[src/logic/psol_pkg.sv]
// Constants, register map and carriers of the pressure switch logic
package psol_pkg;
    // Pressure counts: 1 count = 0.01 % of measuring range
    localparam logic [15:0] RANGE_FULL = 16'h2710;
    localparam logic [15:0] MIN_HYST = 16'h0019;
    localparam logic [15:0] ZERO_MAX = 16'h012C;
    localparam logic [15:0] REL_DEF = 16'h2328;
    localparam logic [15:0] DELAY_MAX = 16'h1964;
    localparam logic [15:0] DAMP_MAX = 16'h1964;
    localparam logic [15:0] DAMP_DEF = 16'h0000;
    localparam logic [15:0] MIN_RST = 16'hFFFF;
    localparam logic [15:0] CODE_DEF = 16'h0000;
    // Timing
    localparam int unsigned CLK_PERIOD_NS = 8;
    localparam int unsigned TICK_TIME_MS = 10;
    localparam int unsigned TICK_CYC = TICK_TIME_MS * 1000000 / CLK_PERIOD_NS;
    // Refresh periods in 10 ms ticks for 1, 2, 5, 10 updates per second
    localparam logic [6:0] REF_P1 = 7'h64;
    localparam logic [6:0] REF_P2 = 7'h32;
    localparam logic [6:0] REF_P5 = 7'h14;
    localparam logic [6:0] REF_P10 = 7'h0A;
    localparam int unsigned TAG_LEN = 32;
    localparam logic [7:0] CH_SPACE = 8'h20;
    localparam logic [7:0] CH_DASH = 8'h2D;
    // Register byte offsets
    localparam logic [7:0] A_CTRL = 8'h00;
    localparam logic [7:0] A_SP1 = 8'h04;
    localparam logic [7:0] A_RP1 = 8'h08;
    localparam logic [7:0] A_SP2 = 8'h0C;
    localparam logic [7:0] A_RP2 = 8'h10;
    localparam logic [7:0] A_DS1 = 8'h14;
    localparam logic [7:0] A_DR1 = 8'h18;
    localparam logic [7:0] A_DS2 = 8'h1C;
    localparam logic [7:0] A_DR2 = 8'h20;
    localparam logic [7:0] A_DMP1 = 8'h24;
    localparam logic [7:0] A_DMP2 = 8'h28;
    localparam logic [7:0] A_DMP3 = 8'h2C;
    localparam logic [7:0] A_CMD = 8'h30;
    localparam logic [7:0] A_CODE = 8'h34;
    localparam logic [7:0] A_DIGIT = 8'h38;
    localparam logic [7:0] A_STAT = 8'h3C;
    localparam logic [7:0] A_MIN = 8'h40;
    localparam logic [7:0] A_MAX = 8'h44;
    localparam logic [7:0] A_LIVE = 8'h48;
    localparam logic [7:0] A_ZERO = 8'h4C;
    localparam logic [7:0] A_TIDX = 8'h50;
    localparam logic [7:0] A_TDAT = 8'h54;
    localparam logic [7:0] A_TLEN = 8'h58;
    // Command and status bit positions
    localparam int unsigned CMD_ZERO = 0;
    localparam int unsigned CMD_MMCLR = 1;
    localparam int unsigned CMD_LOCK = 2;
    localparam int unsigned ST_UNLK = 0;
    localparam int unsigned ST_ZERR = 1;
    localparam int unsigned ST_CLIP = 2;

    typedef enum logic [1:0] {
        HYST_NORM_OPEN = 2'h0, HYST_NORM_CLOSED = 2'h1,
        WINDOW_NORM_OPEN = 2'h2, WINDOW_NORM_CLOSED = 2'h3
    } psol_mode_e;
    typedef enum logic [2:0] {
        SEL_LIVE = 3'h0, SEL_MIN = 3'h1, SEL_MAX = 3'h2, SEL_OFF = 3'h3,
        SEL_SP1 = 3'h4, SEL_RP1 = 3'h5, SEL_SP2 = 3'h6, SEL_RP2 = 3'h7
    } psol_sel_e;
    typedef enum logic [1:0] {
        RATE_1 = 2'h0, RATE_2 = 2'h1, RATE_5 = 2'h2, RATE_10 = 2'h3
    } psol_rate_e;
    typedef enum logic [2:0] {
        U_BAR = 3'h0, U_MBAR = 3'h1, U_MPA = 3'h2, U_KPA = 3'h3,
        U_PSI = 3'h4, U_KGCM = 3'h5, U_PCT = 3'h6
    } psol_unit_e;
    typedef enum logic [1:0] {
        SW_IDLE = 2'b01, SW_ACTIVE = 2'b10
    } psol_sw_e;

    typedef struct packed {
        psol_unit_e unit;
        logic rotate;
        logic full_res;
        psol_rate_e rate;
        psol_sel_e sel;
        psol_mode_e mode2;
        psol_mode_e mode1;
    } psol_ctrl_s;
    localparam psol_ctrl_s CTRL_DEF = '{U_BAR, 1'b0, 1'b0, RATE_5,
        SEL_LIVE, HYST_NORM_OPEN, HYST_NORM_OPEN};

    typedef struct packed {
        logic valid;
        logic [15:0] value;
    } psol_press_s;
    typedef struct packed {
        logic update;
        logic blank;
        logic rotate;
        logic full_res;
        psol_unit_e unit;
        logic [15:0] value;
    } psol_ind_s;
endpackage : psol_pkg

[src/logic/psol_top.sv]
// Pressure switch decision logic with APB register file
//
// What this block does
// - Hysteresis: switch on reaching switch point
// - Hysteresis: hold until release point reached
// - Window: on while inside window limits
// - Window: off while outside window limits
// - Change only after switch delay elapsed
// - Interrupted condition keeps state, restarts delay
// - Release after uninterrupted release delay
// - Per-output damping, zero to 65 s
// - Separate analog damping, zero to 65 s
// - Zero adjust captures reading, max 3 %
// - Indicator selects live, min, max, off, thresholds
// - Refresh 1, 2, 5, 10 per second
// - Track min and max, clear on command
// - Four digit code, 0000 means none
// - 32 char name, double space ends entry
// - Rounded resolution default, or full resolution
// - Rotate indicator by 180 degrees
// - Selectable unit with value conversion
// - Per-output hysteresis/window, open/closed, default hysteresis open
// - Release point at least 0.25 % below
`timescale 1ns/1ps
`default_nettype none
module psol_top
    import psol_pkg::*;
#(
    parameter int unsigned TICK_CYCLES = TICK_CYC,
    parameter logic [6:0][15:0] UNIT_SCALE = {7{16'h1000}}
) (
    input wire logic ref_clk,
    input wire logic resetn,
    input wire logic psel,
    input wire logic penable,
    input wire logic pwrite,
    input wire logic [7:0] paddr,
    input wire logic [31:0] pwdata,
    output logic [31:0] prdata,
    output logic pready,
    output logic pslverr,
    input wire psol_press_s press_in,
    output logic [1:0] switch_out,
    output logic [15:0] analog_value,
    output psol_ind_s indicator
);

////////////////////////////////////////////////////////////////////////////////
// Reset release and tick

logic [1:0] rst_sync_q;
logic rst_n;
always_ff @(posedge ref_clk or negedge resetn)
begin
    if (!resetn)
        rst_sync_q <= 2'b00;
    else
        rst_sync_q <= {rst_sync_q[0], 1'b1};
end
assign rst_n = rst_sync_q[1];

logic [31:0] tick_cnt_q;
logic tick;
assign tick = (tick_cnt_q == TICK_CYCLES - 1);
always_ff @(posedge ref_clk or negedge rst_n)
begin
    if (!rst_n)
        tick_cnt_q <= 32'h00000000;
    else
        tick_cnt_q <= tick ? 32'h00000000 : tick_cnt_q + 32'h00000001;
end

////////////////////////////////////////////////////////////////////////////////
// APB decode

psol_ctrl_s ctrl_q;
logic [3:0][15:0] thr_q;  // sp1, rp1, sp2, rp2
logic [3:0][15:0] dly_q;  // ds1, dr1, ds2, dr2
logic [2:0][15:0] damp_q;
logic [15:0] code_q, entry_q, zero_q, min_q, max_q;
logic [2:0] ndig_q;
logic unlocked_q, zerr_q, clip_q, ready_q;
logic [4:0] tidx_q;
logic [5:0] tlen_q;
logic [7:0] tag_mem [TAG_LEN];
logic [15:0] live;

logic access, wr, cfg_ok, wr_cfg, bad_addr, bad_val, unlocked;
logic wr_ctrl, wr_cmd, wr_code, wr_digit, wr_stat, wr_tidx, wr_tdat;
logic [3:0] wr_thr, wr_dly;
logic [2:0] wr_damp;
logic [15:0] wval;
logic [7:0] tch;
logic tch_ok, tch_space, prev_space;
logic [31:0] rdata;

assign access = psel & penable;
assign pready = access & ready_q;
assign wval = pwdata[15:0];
assign tch = pwdata[7:0];
assign unlocked = (code_q == CODE_DEF) | unlocked_q;
assign cfg_ok = unlocked;
assign tch_ok = (tch >= 8'h41 && tch <= 8'h5A) ||
    (tch >= 8'h30 && tch <= 8'h39) || tch == CH_DASH || tch == CH_SPACE;
assign tch_space = (tch == CH_SPACE);
assign prev_space = (tidx_q != 5'h00) &&
    (tag_mem[tidx_q - 5'h01] == CH_SPACE);

assign bad_addr = (paddr[1:0] != 2'b00) || (paddr > A_TLEN);
// Locked writes and illegal values are refused with an error
assign bad_val = pwrite && (
    (!cfg_ok && paddr != A_DIGIT && paddr != A_STAT) ||
    ((paddr == A_DS1 || paddr == A_DR1 || paddr == A_DS2 ||
      paddr == A_DR2) && wval > DELAY_MAX) ||
    ((paddr == A_DMP1 || paddr == A_DMP2 || paddr == A_DMP3) &&
      wval > DAMP_MAX) ||
    ((paddr == A_SP1 || paddr == A_SP2) &&
      (wval < MIN_HYST || wval > RANGE_FULL)) ||
    (paddr == A_DIGIT && pwdata[3:0] > 4'h9) ||
    (paddr == A_TDAT && !tch_ok));
assign pslverr = pready & (bad_addr | bad_val);
assign wr = pready & pwrite & ~bad_addr & ~bad_val;
assign wr_cfg = wr & cfg_ok;
assign wr_ctrl = wr_cfg & (paddr == A_CTRL);
assign wr_cmd = wr_cfg & (paddr == A_CMD);
assign wr_code = wr_cfg & (paddr == A_CODE);
assign wr_digit = wr & (paddr == A_DIGIT);
assign wr_stat = wr & (paddr == A_STAT);
assign wr_tidx = wr_cfg & (paddr == A_TIDX);
assign wr_tdat = wr_cfg & (paddr == A_TDAT);

genvar gi;
generate
    for (gi = 0; gi < 4; gi++)
    begin : g_wr
        assign wr_thr[gi] = wr_cfg & (paddr == A_SP1 + 8'(gi * 4));
        assign wr_dly[gi] = wr_cfg & (paddr == A_DS1 + 8'(gi * 4));
    end
    for (gi = 0; gi < 3; gi++)
    begin : g_wd
        assign wr_damp[gi] = wr_cfg & (paddr == A_DMP1 + 8'(gi * 4));
    end
endgenerate

always_comb
begin
    rdata = 32'h00000000;
    case (paddr)
        A_CTRL: rdata = 32'(ctrl_q);
        A_SP1: rdata = {16'h0000, thr_q[0]};
        A_RP1: rdata = {16'h0000, thr_q[1]};
        A_SP2: rdata = {16'h0000, thr_q[2]};
        A_RP2: rdata = {16'h0000, thr_q[3]};
        A_DS1: rdata = {16'h0000, dly_q[0]};
        A_DR1: rdata = {16'h0000, dly_q[1]};
        A_DS2: rdata = {16'h0000, dly_q[2]};
        A_DR2: rdata = {16'h0000, dly_q[3]};
        A_DMP1: rdata = {16'h0000, damp_q[0]};
        A_DMP2: rdata = {16'h0000, damp_q[1]};
        A_DMP3: rdata = {16'h0000, damp_q[2]};
        A_STAT: rdata = {27'h0000000, switch_out, clip_q, zerr_q, unlocked};
        A_MIN: rdata = {16'h0000, min_q};
        A_MAX: rdata = {16'h0000, max_q};
        A_LIVE: rdata = {16'h0000, live};
        A_ZERO: rdata = {16'h0000, zero_q};
        A_TIDX: rdata = {27'h0000000, tidx_q};
        A_TDAT: rdata = ({1'b0, tidx_q} < tlen_q) ?
            {24'h000000, tag_mem[tidx_q]} : 32'h00000000;
        A_TLEN: rdata = {26'h0000000, tlen_q};
        default: rdata = 32'h00000000;
    endcase
end

// One wait state so that read data comes from a flip-flop
always_ff @(posedge ref_clk or negedge rst_n)
begin
    if (!rst_n)
    begin
        ready_q <= 1'b0;
        prdata <= 32'h00000000;
    end
    else
    begin
        ready_q <= access & ~ready_q;
        prdata <= (access & ~ready_q & ~pwrite) ? rdata : prdata;
    end
end

////////////////////////////////////////////////////////////////////////////////
// Configuration registers

logic [15:0] sp_min_gap [2];
logic [1:0] clip_set;
generate
    for (gi = 0; gi < 2; gi++)
    begin : g_thr
        // keep release point below switch point
        assign sp_min_gap[gi] = (wr_thr[2 * gi] ? wval : thr_q[2 * gi])
            - MIN_HYST;
        assign clip_set[gi] = wr_thr[2 * gi] && thr_q[2 * gi + 1] >
            wval - MIN_HYST;
        always_ff @(posedge ref_clk or negedge rst_n)
        begin
            if (!rst_n)
            begin
                thr_q[2 * gi] <= RANGE_FULL;
                thr_q[2 * gi + 1] <= REL_DEF;
            end
            else
            begin
                if (wr_thr[2 * gi])
                    thr_q[2 * gi] <= wval;
                if (wr_thr[2 * gi + 1])
                    thr_q[2 * gi + 1] <= (wval > sp_min_gap[gi]) ?
                        sp_min_gap[gi] : wval;
                else if (clip_set[gi])
                    thr_q[2 * gi + 1] <= sp_min_gap[gi];
            end
        end
    end
endgenerate

always_ff @(posedge ref_clk or negedge rst_n)
begin
    if (!rst_n)
    begin
        ctrl_q <= CTRL_DEF;
        dly_q <= '0;
        damp_q <= {3{DAMP_DEF}};
        code_q <= CODE_DEF;
    end
    else
    begin
        if (wr_ctrl)
            ctrl_q <= psol_ctrl_s'(pwdata[$bits(psol_ctrl_s)-1:0]);
        for (int i = 0; i < 4; i++)
            if (wr_dly[i])
                dly_q[i] <= wval;
        for (int i = 0; i < 3; i++)
            if (wr_damp[i])
                damp_q[i] <= wval;
        if (wr_code)
            code_q <= wval;
    end
end

////////////////////////////////////////////////////////////////////////////////
// Access code, status flags, zero point

logic [15:0] entry_d;
assign entry_d = {entry_q[11:0], pwdata[3:0]};
always_ff @(posedge ref_clk or negedge rst_n)
begin
    if (!rst_n)
    begin
        entry_q <= 16'h0000;
        ndig_q <= 3'h0;
        unlocked_q <= 1'b0;
    end
    else if (wr_cmd && pwdata[CMD_LOCK])
    begin
        unlocked_q <= 1'b0;
        ndig_q <= 3'h0;
    end
    else if (wr_digit)
    begin
        entry_q <= entry_d;
        ndig_q <= (ndig_q == 3'h3) ? 3'h0 : ndig_q + 3'h1;
        if (ndig_q == 3'h3)
            unlocked_q <= (entry_d == code_q);
    end
end

logic zero_cmd, zero_fail;
logic [15:0] raw;
assign raw = press_in.value;
assign zero_cmd = wr_cmd & pwdata[CMD_ZERO];
// correction limited to 3 % of span
assign zero_fail = raw > ZERO_MAX;
assign live = (raw > zero_q) ? raw - zero_q : 16'h0000;
always_ff @(posedge ref_clk or negedge rst_n)
begin
    if (!rst_n)
    begin
        zero_q <= 16'h0000;
        zerr_q <= 1'b0;
        clip_q <= 1'b0;
    end
    else
    begin
        if (zero_cmd && !zero_fail)
            zero_q <= raw;
        // Hardware set wins over a write-one clear
        zerr_q <= (zero_cmd & zero_fail) |
            (zerr_q & ~(wr_stat & pwdata[ST_ZERR]));
        clip_q <= (|clip_set) | (clip_q & ~(wr_stat & pwdata[ST_CLIP]));
    end
end

always_ff @(posedge ref_clk or negedge rst_n)
begin
    if (!rst_n)
    begin
        min_q <= MIN_RST;
        max_q <= 16'h0000;
    end
    else if (wr_cmd && pwdata[CMD_MMCLR])
    begin
        min_q <= MIN_RST;
        max_q <= 16'h0000;
    end
    else if (press_in.valid)
    begin
        min_q <= (live < min_q) ? live : min_q;
        max_q <= (live > max_q) ? live : max_q;
    end
end

////////////////////////////////////////////////////////////////////////////////
// Instrument name

always_ff @(posedge ref_clk or negedge rst_n)
begin
    if (!rst_n)
    begin
        tidx_q <= 5'h00;
        tlen_q <= 6'h00;
    end
    else if (wr_tidx)
        tidx_q <= pwdata[4:0];
    else if (wr_tdat && tch_space && prev_space)
    begin
        tlen_q <= {1'b0, tidx_q - 5'h01};
        tidx_q <= tidx_q - 5'h01;
    end
    else if (wr_tdat)
    begin
        tidx_q <= tidx_q + 5'h01;
        if ({1'b0, tidx_q} >= tlen_q)
            tlen_q <= {1'b0, tidx_q} + 6'h01;
    end
end
// Characters beyond the length read as zero, so no clearing loop
always_ff @(posedge ref_clk)
begin
    if (wr_tdat)
        tag_mem[tidx_q] <= tch;
end

////////////////////////////////////////////////////////////////////////////////
// Damping and switching outputs

logic [2:0][15:0] filt_q;
logic [2:0][3:0] shift;
// Time constant approximated by a power of two of the tick count
function automatic logic [3:0] damp_shift(input logic [15:0] d);
    logic [3:0] s;
    s = 4'h0;
    for (int i = 0; i < 16; i++)
        if (d[i])
            s = 4'(i + 1);
    return s;
endfunction

generate
    for (gi = 0; gi < 3; gi++)
    begin : g_damp
        logic [16:0] diff;
        assign shift[gi] = damp_shift(damp_q[gi]);
        assign diff = {1'b0, live} - {1'b0, filt_q[gi]};
        // first order filter, zero means direct
        always_ff @(posedge ref_clk or negedge rst_n)
        begin
            if (!rst_n)
                filt_q[gi] <= 16'h0000;
            else if (shift[gi] == 4'h0)
                filt_q[gi] <= live;
            else if (tick)
                filt_q[gi] <= filt_q[gi] +
                    16'($signed(diff) >>> shift[gi]);
        end
    end
endgenerate
assign analog_value = filt_q[2];

psol_sw_e sw_q [2];
logic [1:0][15:0] tmr_q;
generate
    for (gi = 0; gi < 2; gi++)
    begin : g_sw
        psol_mode_e mode;
        logic p_on, p_off, want, done;
        logic [15:0] p, sp, rp, lim;
        assign mode = (gi == 0) ? ctrl_q.mode1 : ctrl_q.mode2;
        assign p = filt_q[gi];
        assign sp = thr_q[2 * gi];
        assign rp = thr_q[2 * gi + 1];
        assign p_on = mode[1] ? (p >= rp && p <= sp) : (p >= sp);
        assign p_off = mode[1] ? (p < rp || p > sp) : (p <= rp);
        assign want = (sw_q[gi] == SW_IDLE) ? p_on : p_off;
        assign lim = dly_q[2 * gi + ((sw_q[gi] == SW_ACTIVE) ? 1 : 0)];
        assign done = want && (tmr_q[gi] >= lim);
        always_ff @(posedge ref_clk or negedge rst_n)
        begin
            if (!rst_n)
            begin
                sw_q[gi] <= SW_IDLE;
                tmr_q[gi] <= 16'h0000;
            end
            else
            begin
                if (!want || done)
                    tmr_q[gi] <= 16'h0000;
                else if (tick)
                    tmr_q[gi] <= tmr_q[gi] + 16'h0001;
                case (sw_q[gi])
                    SW_IDLE: sw_q[gi] <= done ? SW_ACTIVE : SW_IDLE;
                    SW_ACTIVE: sw_q[gi] <= done ? SW_IDLE : SW_ACTIVE;
                    default: sw_q[gi] <= SW_IDLE;
                endcase
            end
        end
        assign switch_out[gi] = (sw_q[gi] == SW_ACTIVE) ^ mode[0];
    end
endgenerate

////////////////////////////////////////////////////////////////////////////////
// Indicator

logic [6:0] ref_cnt_q, ref_per;
logic ref_hit;
logic [15:0] sel_val, conv, rnd;
logic [31:0] prod;
logic [3:0] last;
assign ref_per = (ctrl_q.rate == RATE_1) ? REF_P1 :
    (ctrl_q.rate == RATE_2) ? REF_P2 :
    (ctrl_q.rate == RATE_5) ? REF_P5 : REF_P10;
assign ref_hit = tick && (ref_cnt_q >= ref_per - 7'h01);
assign sel_val = (ctrl_q.sel == SEL_LIVE) ? live :
    (ctrl_q.sel == SEL_MIN) ? min_q :
    (ctrl_q.sel == SEL_MAX) ? max_q :
    (ctrl_q.sel == SEL_OFF) ? 16'h0000 :
    thr_q[ctrl_q.sel[1:0]];
assign prod = sel_val * UNIT_SCALE[ctrl_q.unit];
assign conv = prod[27:12];
assign last = 4'(conv % 16'h000A);
assign rnd = conv - 16'(last) + ((last >= 4'h5) ? 16'h000A : 16'h0000);

always_ff @(posedge ref_clk or negedge rst_n)
begin
    if (!rst_n)
    begin
        ref_cnt_q <= 7'h00;
        indicator <= '0;
    end
    else
    begin
        ref_cnt_q <= ref_hit ? 7'h00 : (tick ? ref_cnt_q + 7'h01 : ref_cnt_q);
        indicator.update <= ref_hit;
        indicator.rotate <= ctrl_q.rotate;
        indicator.full_res <= ctrl_q.full_res;
        indicator.unit <= ctrl_q.unit;
        indicator.blank <= (ctrl_q.sel == SEL_OFF);
        if (ref_hit)
            indicator.value <= ctrl_q.full_res ? conv : rnd;
    end
end

endmodule : psol_top
`default_nettype wire

[config.mk]
export PLATFORM = sky130hd
export DESIGN_NAME = psol_top
export DESIGN_NICKNAME = d
export VERILOG_FILES = /design/src/logic/psol_pkg.sv /design/src/logic/psol_top.sv
export SDC_FILE = /design/constraint.sdc
export NUM_CORES = 2
export LEC_CHECK = 0
export ABC_AREA = 1
export BUFFER_PORTS_ARGS = -buffer_cell sky130_fd_sc_hd__buf_2
export CORE_ASPECT_RATIO = 1.25
export CORE_MARGIN = 2
export CORE_UTILIZATION = 42
export CTS_BUF_LIST = sky130_fd_sc_hd__clkbuf_4 sky130_fd_sc_hd__clkbuf_8
export DETAILED_ROUTE_END_ITERATION = 16
export SLEW_MARGIN = 20
export SYNTH_ARGS = -nofsm -noshare
export SYNTH_HDL_FRONTEND = slang
export SYNTH_SLANG_ARGS = --single-unit
[constraint.sdc]
create_clock -name ref_clk -period 26.6 [get_ports ref_clk]
set_input_delay 3.99 -clock ref_clk [delete_from_list [all_inputs] [get_ports ref_clk]]
set_output_delay 3.99 -clock ref_clk [all_outputs]
set_load 0.05 [all_outputs]
* Word level (Yosys, flattened, before mapping)
Memories as Yosys holds them, arrays and structs flattened.
Index checks and enable logic that the tools add are counted.
** Word-level totals
- Word-level logic and storage cells :: 404
- Memories kept :: 2
- Register bits :: 464
- Output and inout bits :: 75
- Bits in read-only memories :: 128
- Bits in writable memories :: 256
- Bits of input ports :: 62
- Bits in latches :: 0
** Operators by class
- Multiplexer cells :: 124
- Equal/unequal tests :: 39
- Shifts and indexed selects :: 3
- Divide/modulo/power cells :: 1
- $add $sub $neg :: 22
- $lt $le $gt $ge :: 39
- Bitwise logic cells :: 47
- Reduce and logical (&&, ||, !) cells :: 79
- $mul :: 1
** Memories
- tag_mem :: depth 32, width 8, read ports 2, clocked after memory_dff 0, wr ports 1, RTL line psol_top.sv:85 : logic [7:0] tag_mem [TAG_LEN];
- (no name shown) :: depth 8, width 16, read ports 1, clocked after memory_dff 0, wr ports 0, RTL line psol_top.sv:444 : assign prod = sel_val * UNIT_SCALE[ctrl_q.unit];
** Operator list (number)
- 16-bit two-way mux :: 36
- 16-bit one-hot mux with 20 select lines :: 1
- 4-bit two-way mux :: 46
- 16-bit greater-than comparator :: 8
- 16-bit binary-select mux with 2-bit select :: 3
- 16-bit greater-or-equal comparator :: 6
- 8-bit by 6-bit == test with 1-bit output, second input constant :: 11
- 16-bit less-or-equal comparator :: 4
- 8-bit by 7-bit == test with 1-bit output, second input constant :: 7
- 17-bit by 4-bit >>> shifter with 16-bit output :: 3
- 16-bit by 16-bit subtractor with 17-bit output :: 3
- 16-bit adder :: 3
- 16-bit < comparator :: 3
- 16-bit by 5-bit subtractor with 16-bit output, second input constant :: 3
- 1-bit AND :: 33
- 16-bit by 1-bit adder with 16-bit output, second input constant :: 2
- 32-bit by 1-bit adder with 32-bit output, second input constant :: 1
- 32-bit by 21-bit == test with 1-bit output, second input constant :: 1
- 8-bit by 5-bit == test with 1-bit output, second input constant :: 4
- 32-bit two-way mux :: 1
- 2-bit nonzero test :: 16
- 16-bit by 16-bit multiplier with 28-bit output :: 1
- 6-bit two-way mux :: 4
- 1-bit logical AND :: 23
- other kinds (59) :: 132

* Depth between registers and ports, before layout
- Depth in word-level cells :: 20
- Gate-level depth with buffers :: 120
- Gate-level depth less buffers :: 117

* Worst setup path after synthesis
No wires, ideal clock.
- Kind :: input port to flip-flop
- Start point :: input port press_in[0] in the netlist's numbering
- End point :: register indicator[15] in the netlist's numbering
- Path slack :: 10.808 ns
- Path buffers :: 3
- Data arrival time :: 15.664 ns
- Data required time :: 26.473 ns
- Library setup time :: 0.127 ns
- Stages :: 111
- Cells stage by stage :: inv_1 -> ha_1 -> inv_1 -> fa_1 -> nand3_1 -> nand3_2 -> nand2_1 -> nand2_1 -> nand2_1 -> nand2_1 -> nand2_2 -> buf_6 -> clkbuf_1 -> nor2_1 -> o21ai_1 -> ha_1 -> inv_1 -> nor2_1 -> [75 not listed] -> nand2_1 -> nor2_1 -> a211oi_1 -> nor2_1 -> nor2_1 -> o21ai_0 -> nand2_1 -> a21oi_1 -> nor2_1 -> o21bai_1 -> nand3_1 -> nand2_1 -> nand2_1 -> nand2_1 -> a21oi_1 -> xnor2_1 -> nor2_1 -> o21ai_0
** On the way
- Longest elaborated chain between the ends :: 9
- Elaborated cells between the ends (all ways) :: 11
- Classes of those cells :: 3 x add/sub; 1 x mul; 1 x div; 2 x order compare; 4 x mux
** Ends and longest elaborated chain
- start, declared :: RTL line psol_top.sv:42 : input wire psol_press_s press_in,
- 16-bit subtractor or 16-bit greater-than comparator (tied branches) :: RTL line psol_top.sv:280 : assign live = (raw > zero_q) ? raw - zero_q : 16'h0000;
- 16-bit two-way mux * :: RTL line psol_top.sv:280
- 16-bit two-way mux * :: RTL line psol_top.sv:439 : assign sel_val = (ctrl_q.sel == SEL_LIVE) ? live :
- 16-bit by 16-bit multiplier with 28-bit output * :: RTL line psol_top.sv:444
- branches (longest 4 deep; another with 16-bit by 4-bit remainder unit with 16-bit output)
- 16-bit two-way mux * :: RTL line psol_top.sv:465 : indicator.value <= ctrl_q.full_res ? conv : rnd;
- end, declared :: RTL line psol_top.sv:45 : output psol_ind_s indicator
Mark *: on every way between the ends.
A chain may end at the register's enable or synchronous reset.

* Worst setup path after layout
Same ends and word-level chain as after synthesis.

==> key figures <==
Outcome
  • Status: complete, no violations

Setup path
  • CP max stage delay: 0.90 ns
  • Startpoint Class: primary input
  • Critical path class: primary input to register
  • Critical path required time: 27.34 ns
  • Endpoint arrival time on the critical path: 18.24 ns
  • Peak fanout along the critical path: 20
  • Reg2reg start: ctrl_q[4]
  • Critical path origin: press_in[0]
  • Cell mode on critical path: nand2_1
  • CP max stage cell: o21ai_0
  • CP endpoint kind: register

Synth
  • Post-synthesis xor/xnor area fraction: 3.12%
  • Proportion of synthesized area in mux cells: 0.403%
  • Synthesized-area fraction occupied by adder cells: 9.50%
  • Most common cell in the netlist: nand2_1
  • Ys Warns: 0
  • Ys async rst share: 63.6%
  • Synth cell types: 76
  • #FFs+latches synth: 704
  • Post-synthesis compound-gate area fraction: 17.7%
  • Seq/Total Area, Yosys: 38.1%
  • EDFF count, synth: 256
  • Main combinational cell family by area after synthesis: simple AND/OR/NAND/NOR gates
  • Avg Cell Area, Syn: 7.74 sq um
  • Post-Synth Simple-Gate Area: 22.6%
  • Post-synth top area share: 20.6%
  • Post-Synthesis Cells: 6421
  • Most frequent cells after synthesis: 1395 x nand2_1, 854 x inv_1, 594 x o21ai_0, 441 x nor2_1, 409 x dfrtp_1
  • Post-synth top area cell: dfrtp_1
  • Dominant synthesized flop cell: dfrtp_1
  • Synth Cell Area: 49700 sq um
  • Leading post-synthesis cells by cell area: dfrtp_1 21%, edfxtp_1 15%, nand2_1 11%, ha_1 9.1%, inv_1 6.5%

Die
  • Starting Density: 42.2%
  • CORE AREA: 118000 sq um
  • Die width: 312 microns
  • Die area: 121000 sq um
  • # rows: 141
  • IO Pins: 137
  • Die Ht: 389 microns

Routing
  • DR DRC count: 0
  • Routed via count: 46200
  • Post-route ant nets: 0
  • DRT Wirelength: 181000 microns
  • Drt initial violations: 4154
  • Vias per cell: 5.64
  • Drt wl/cell: 22.1 microns
  • Total iterations of the first detailed-routing run: 7

Timing
  • Final hold viol count: 0
  • Fmax: 57.1 MHz
  • RSZ-0062 raised after global routing: no
  • Setup TNS: 0 ns
  • Setup violators final: 0
  • Max-slew headroom: 20.9%
  • Worst Tran Pin Value: 1.19 ns
  • Clk_skew: 0.0657 ns
  • Final Slew Violations: 0
  • Final Hold Slack: 0.351 ns
  • Crit path time final: 17.50 ns
  • Tcrit/Tclk final: 65.8%

Clock tree
  • Clk sink count: 704
  • Post-CTS setup buffer count: 0
  • Clk_lat worst skew: 0.88 ns
  • Post_cts resized: 0
  • CTS tree: done
  • # hold bufs at CTS: 0
  • CTS Root Cell: clkbuf_8
  • CTS Buffer Depth: 3
  • CTS H-tree depth: 3
  • Clock-pin slew on the worst setup and hold paths: 0.06 ns
  • TritonCTS buffer count: 116

Worst hold path
  • Hold/Removal Path Class: register to register
  • Hold Startpoint: rst_sync_q[0]

Run
  • Max-cap violations: 0

Power and ir drop
  • Pleak: 25.4 nW
  • Total power: 2.74 mW
  • Power Dens Cells: 50.0 nW/um^2
  • Peak VDD IR: 45.7 uV

Place
  • IO buf count: 104
  • Hpwl dp: 135000 microns
  • Cells after DPL: 7987
  • GPL Wtd Cong: 1.02

Layout
  • Fin cells: 8203
  • Area grow syn2layout: 10.1%
  • Layout cell share with drive strength beyond 1: 9.36%
  • Nets: 6966

Global routing
  • Largest net degree at the start of global routing: 98
  • First-pass GRT wire length: 272000 microns
  • Gr ovfl total: 0
  • Initial antenna violation count: 11
  • GRT Overall Usage: 29.4%
  • Vias in the first global route: 44800
[path summary, 6_finish.rpt]
check / endpoint / slack (ns) / cells after the start
setup / recovery: indicator[15] / 9.10 / 103
min in group asynchronous: dly_q[63] / 0.50 / 0
hold reg to reg: rst_sync_q[1] / 0.35 / 0
setup reg to reg: indicator[15] / 11.79 / 99
hold / removal: rst_sync_q[1] / 0.35 / 0
max in group asynchronous: rst_sync_q[1] / 23.58 / 1
[kinds of logic (layout without fill, tap and decap cells)]
logic type               Yosys count  after routing
flip-flops                       704            704
AND/OR/NAND/NOR                 2551           2551
buffers and inverters           1109           1300
other                              2             20
multiplexers                      19             19
XOR/XNOR                         177            177
AO/OA/AOI/OAI                   1487           1487
adder cells (fa/ha/maj)          372            372
[per-stage QoR]
step | util (%) | instance area [sq um] | worst slack (ns)
after floorplan | - | 49800 | 10.81
after global placement | 44.1 | 52000 | 8.57
after detailed placement | 44.1 | 52000 | 8.34
after CTS | 46.4 | 54700 | 9.21
after global routing | 46.4 | 54700 | 7.12
final | 46.4 | 54700 | 9.10
[cell type report]
class / instances / area, sq um
diodes: 3 / 7.51
well taps: 1573 / 1970
flip-flops and latches: 704 / 19000
repair buffers: 188 / 1150
multi-input cells: 4623 / 26600
fillers: 11800 / 63100
inverters: 899 / 3380
clock buffers: 172 / 2180
clock inverters: 41 / 500
[per-layer routing]
metal | global-route usage (%) | vias to the layer above | part of all wire, %
li1 | - | 22100 | -
met1 | 35.8 | 22000 | 40
met2 | 49.1 | 1749 | 47
met3 | 4.23 | 454 | 6.6
met4 | 18.4 | 6 | 7.1
met5 | 0 | - | 0.045
[sequential cells by signal, indices dropped and copies added (netlist names), 5 cells and up]
name and flops:
max_q 16, ref_cnt_q 7, code_q 16, tick_cnt_q 32
tidx_q 5, damp_q 48, analog_value 16, prdata 16
g_sw.rp 32, g_sw.sp 32, tmr_q 32, zero_q 16
dly_q 64, ctrl_q 10, min_q 16, tag_mem 256
indicator 23, entry_q 12, tlen_q 6, g_sw.p 32
[power breakdown]
part | total [mW] | internal, mW | leakage, nW | switching [mW]
registers | 1.14 | 1.13 | 8.00 | 0.00487
clock network | 1.11 | 0.610 | 1.42 | 0.495
logic | 0.495 | 0.153 | 16.0 | 0.342
[placed cells by master (no fill, tap or decap), types with 87 or more instances in the layout]
cell         n
nand2_1   1394
ha_1       363
dfrtp_1    406
edfxtp_1   256
o21ai_0    594
xor2_1     127
inv_1      853
clkbuf_8   142
buf_2      104
nor2_1     441
nand4_1     88
a21oi_1    388
nand3_1    313
nor3_1      87
[worst max-delay path, delay by kind of cell]
kind | cells | cell delay [ns]
buffers and inverters | 14 | 1.28
AND/OR/NAND/NOR | 74 | 8.72
adder cells (fa/ha/maj) | 5 | 1.66
XOR/XNOR | 1 | 0.19
AO/OA/AOI/OAI | 9 | 2.32
(Power assumes the default switching activity.)
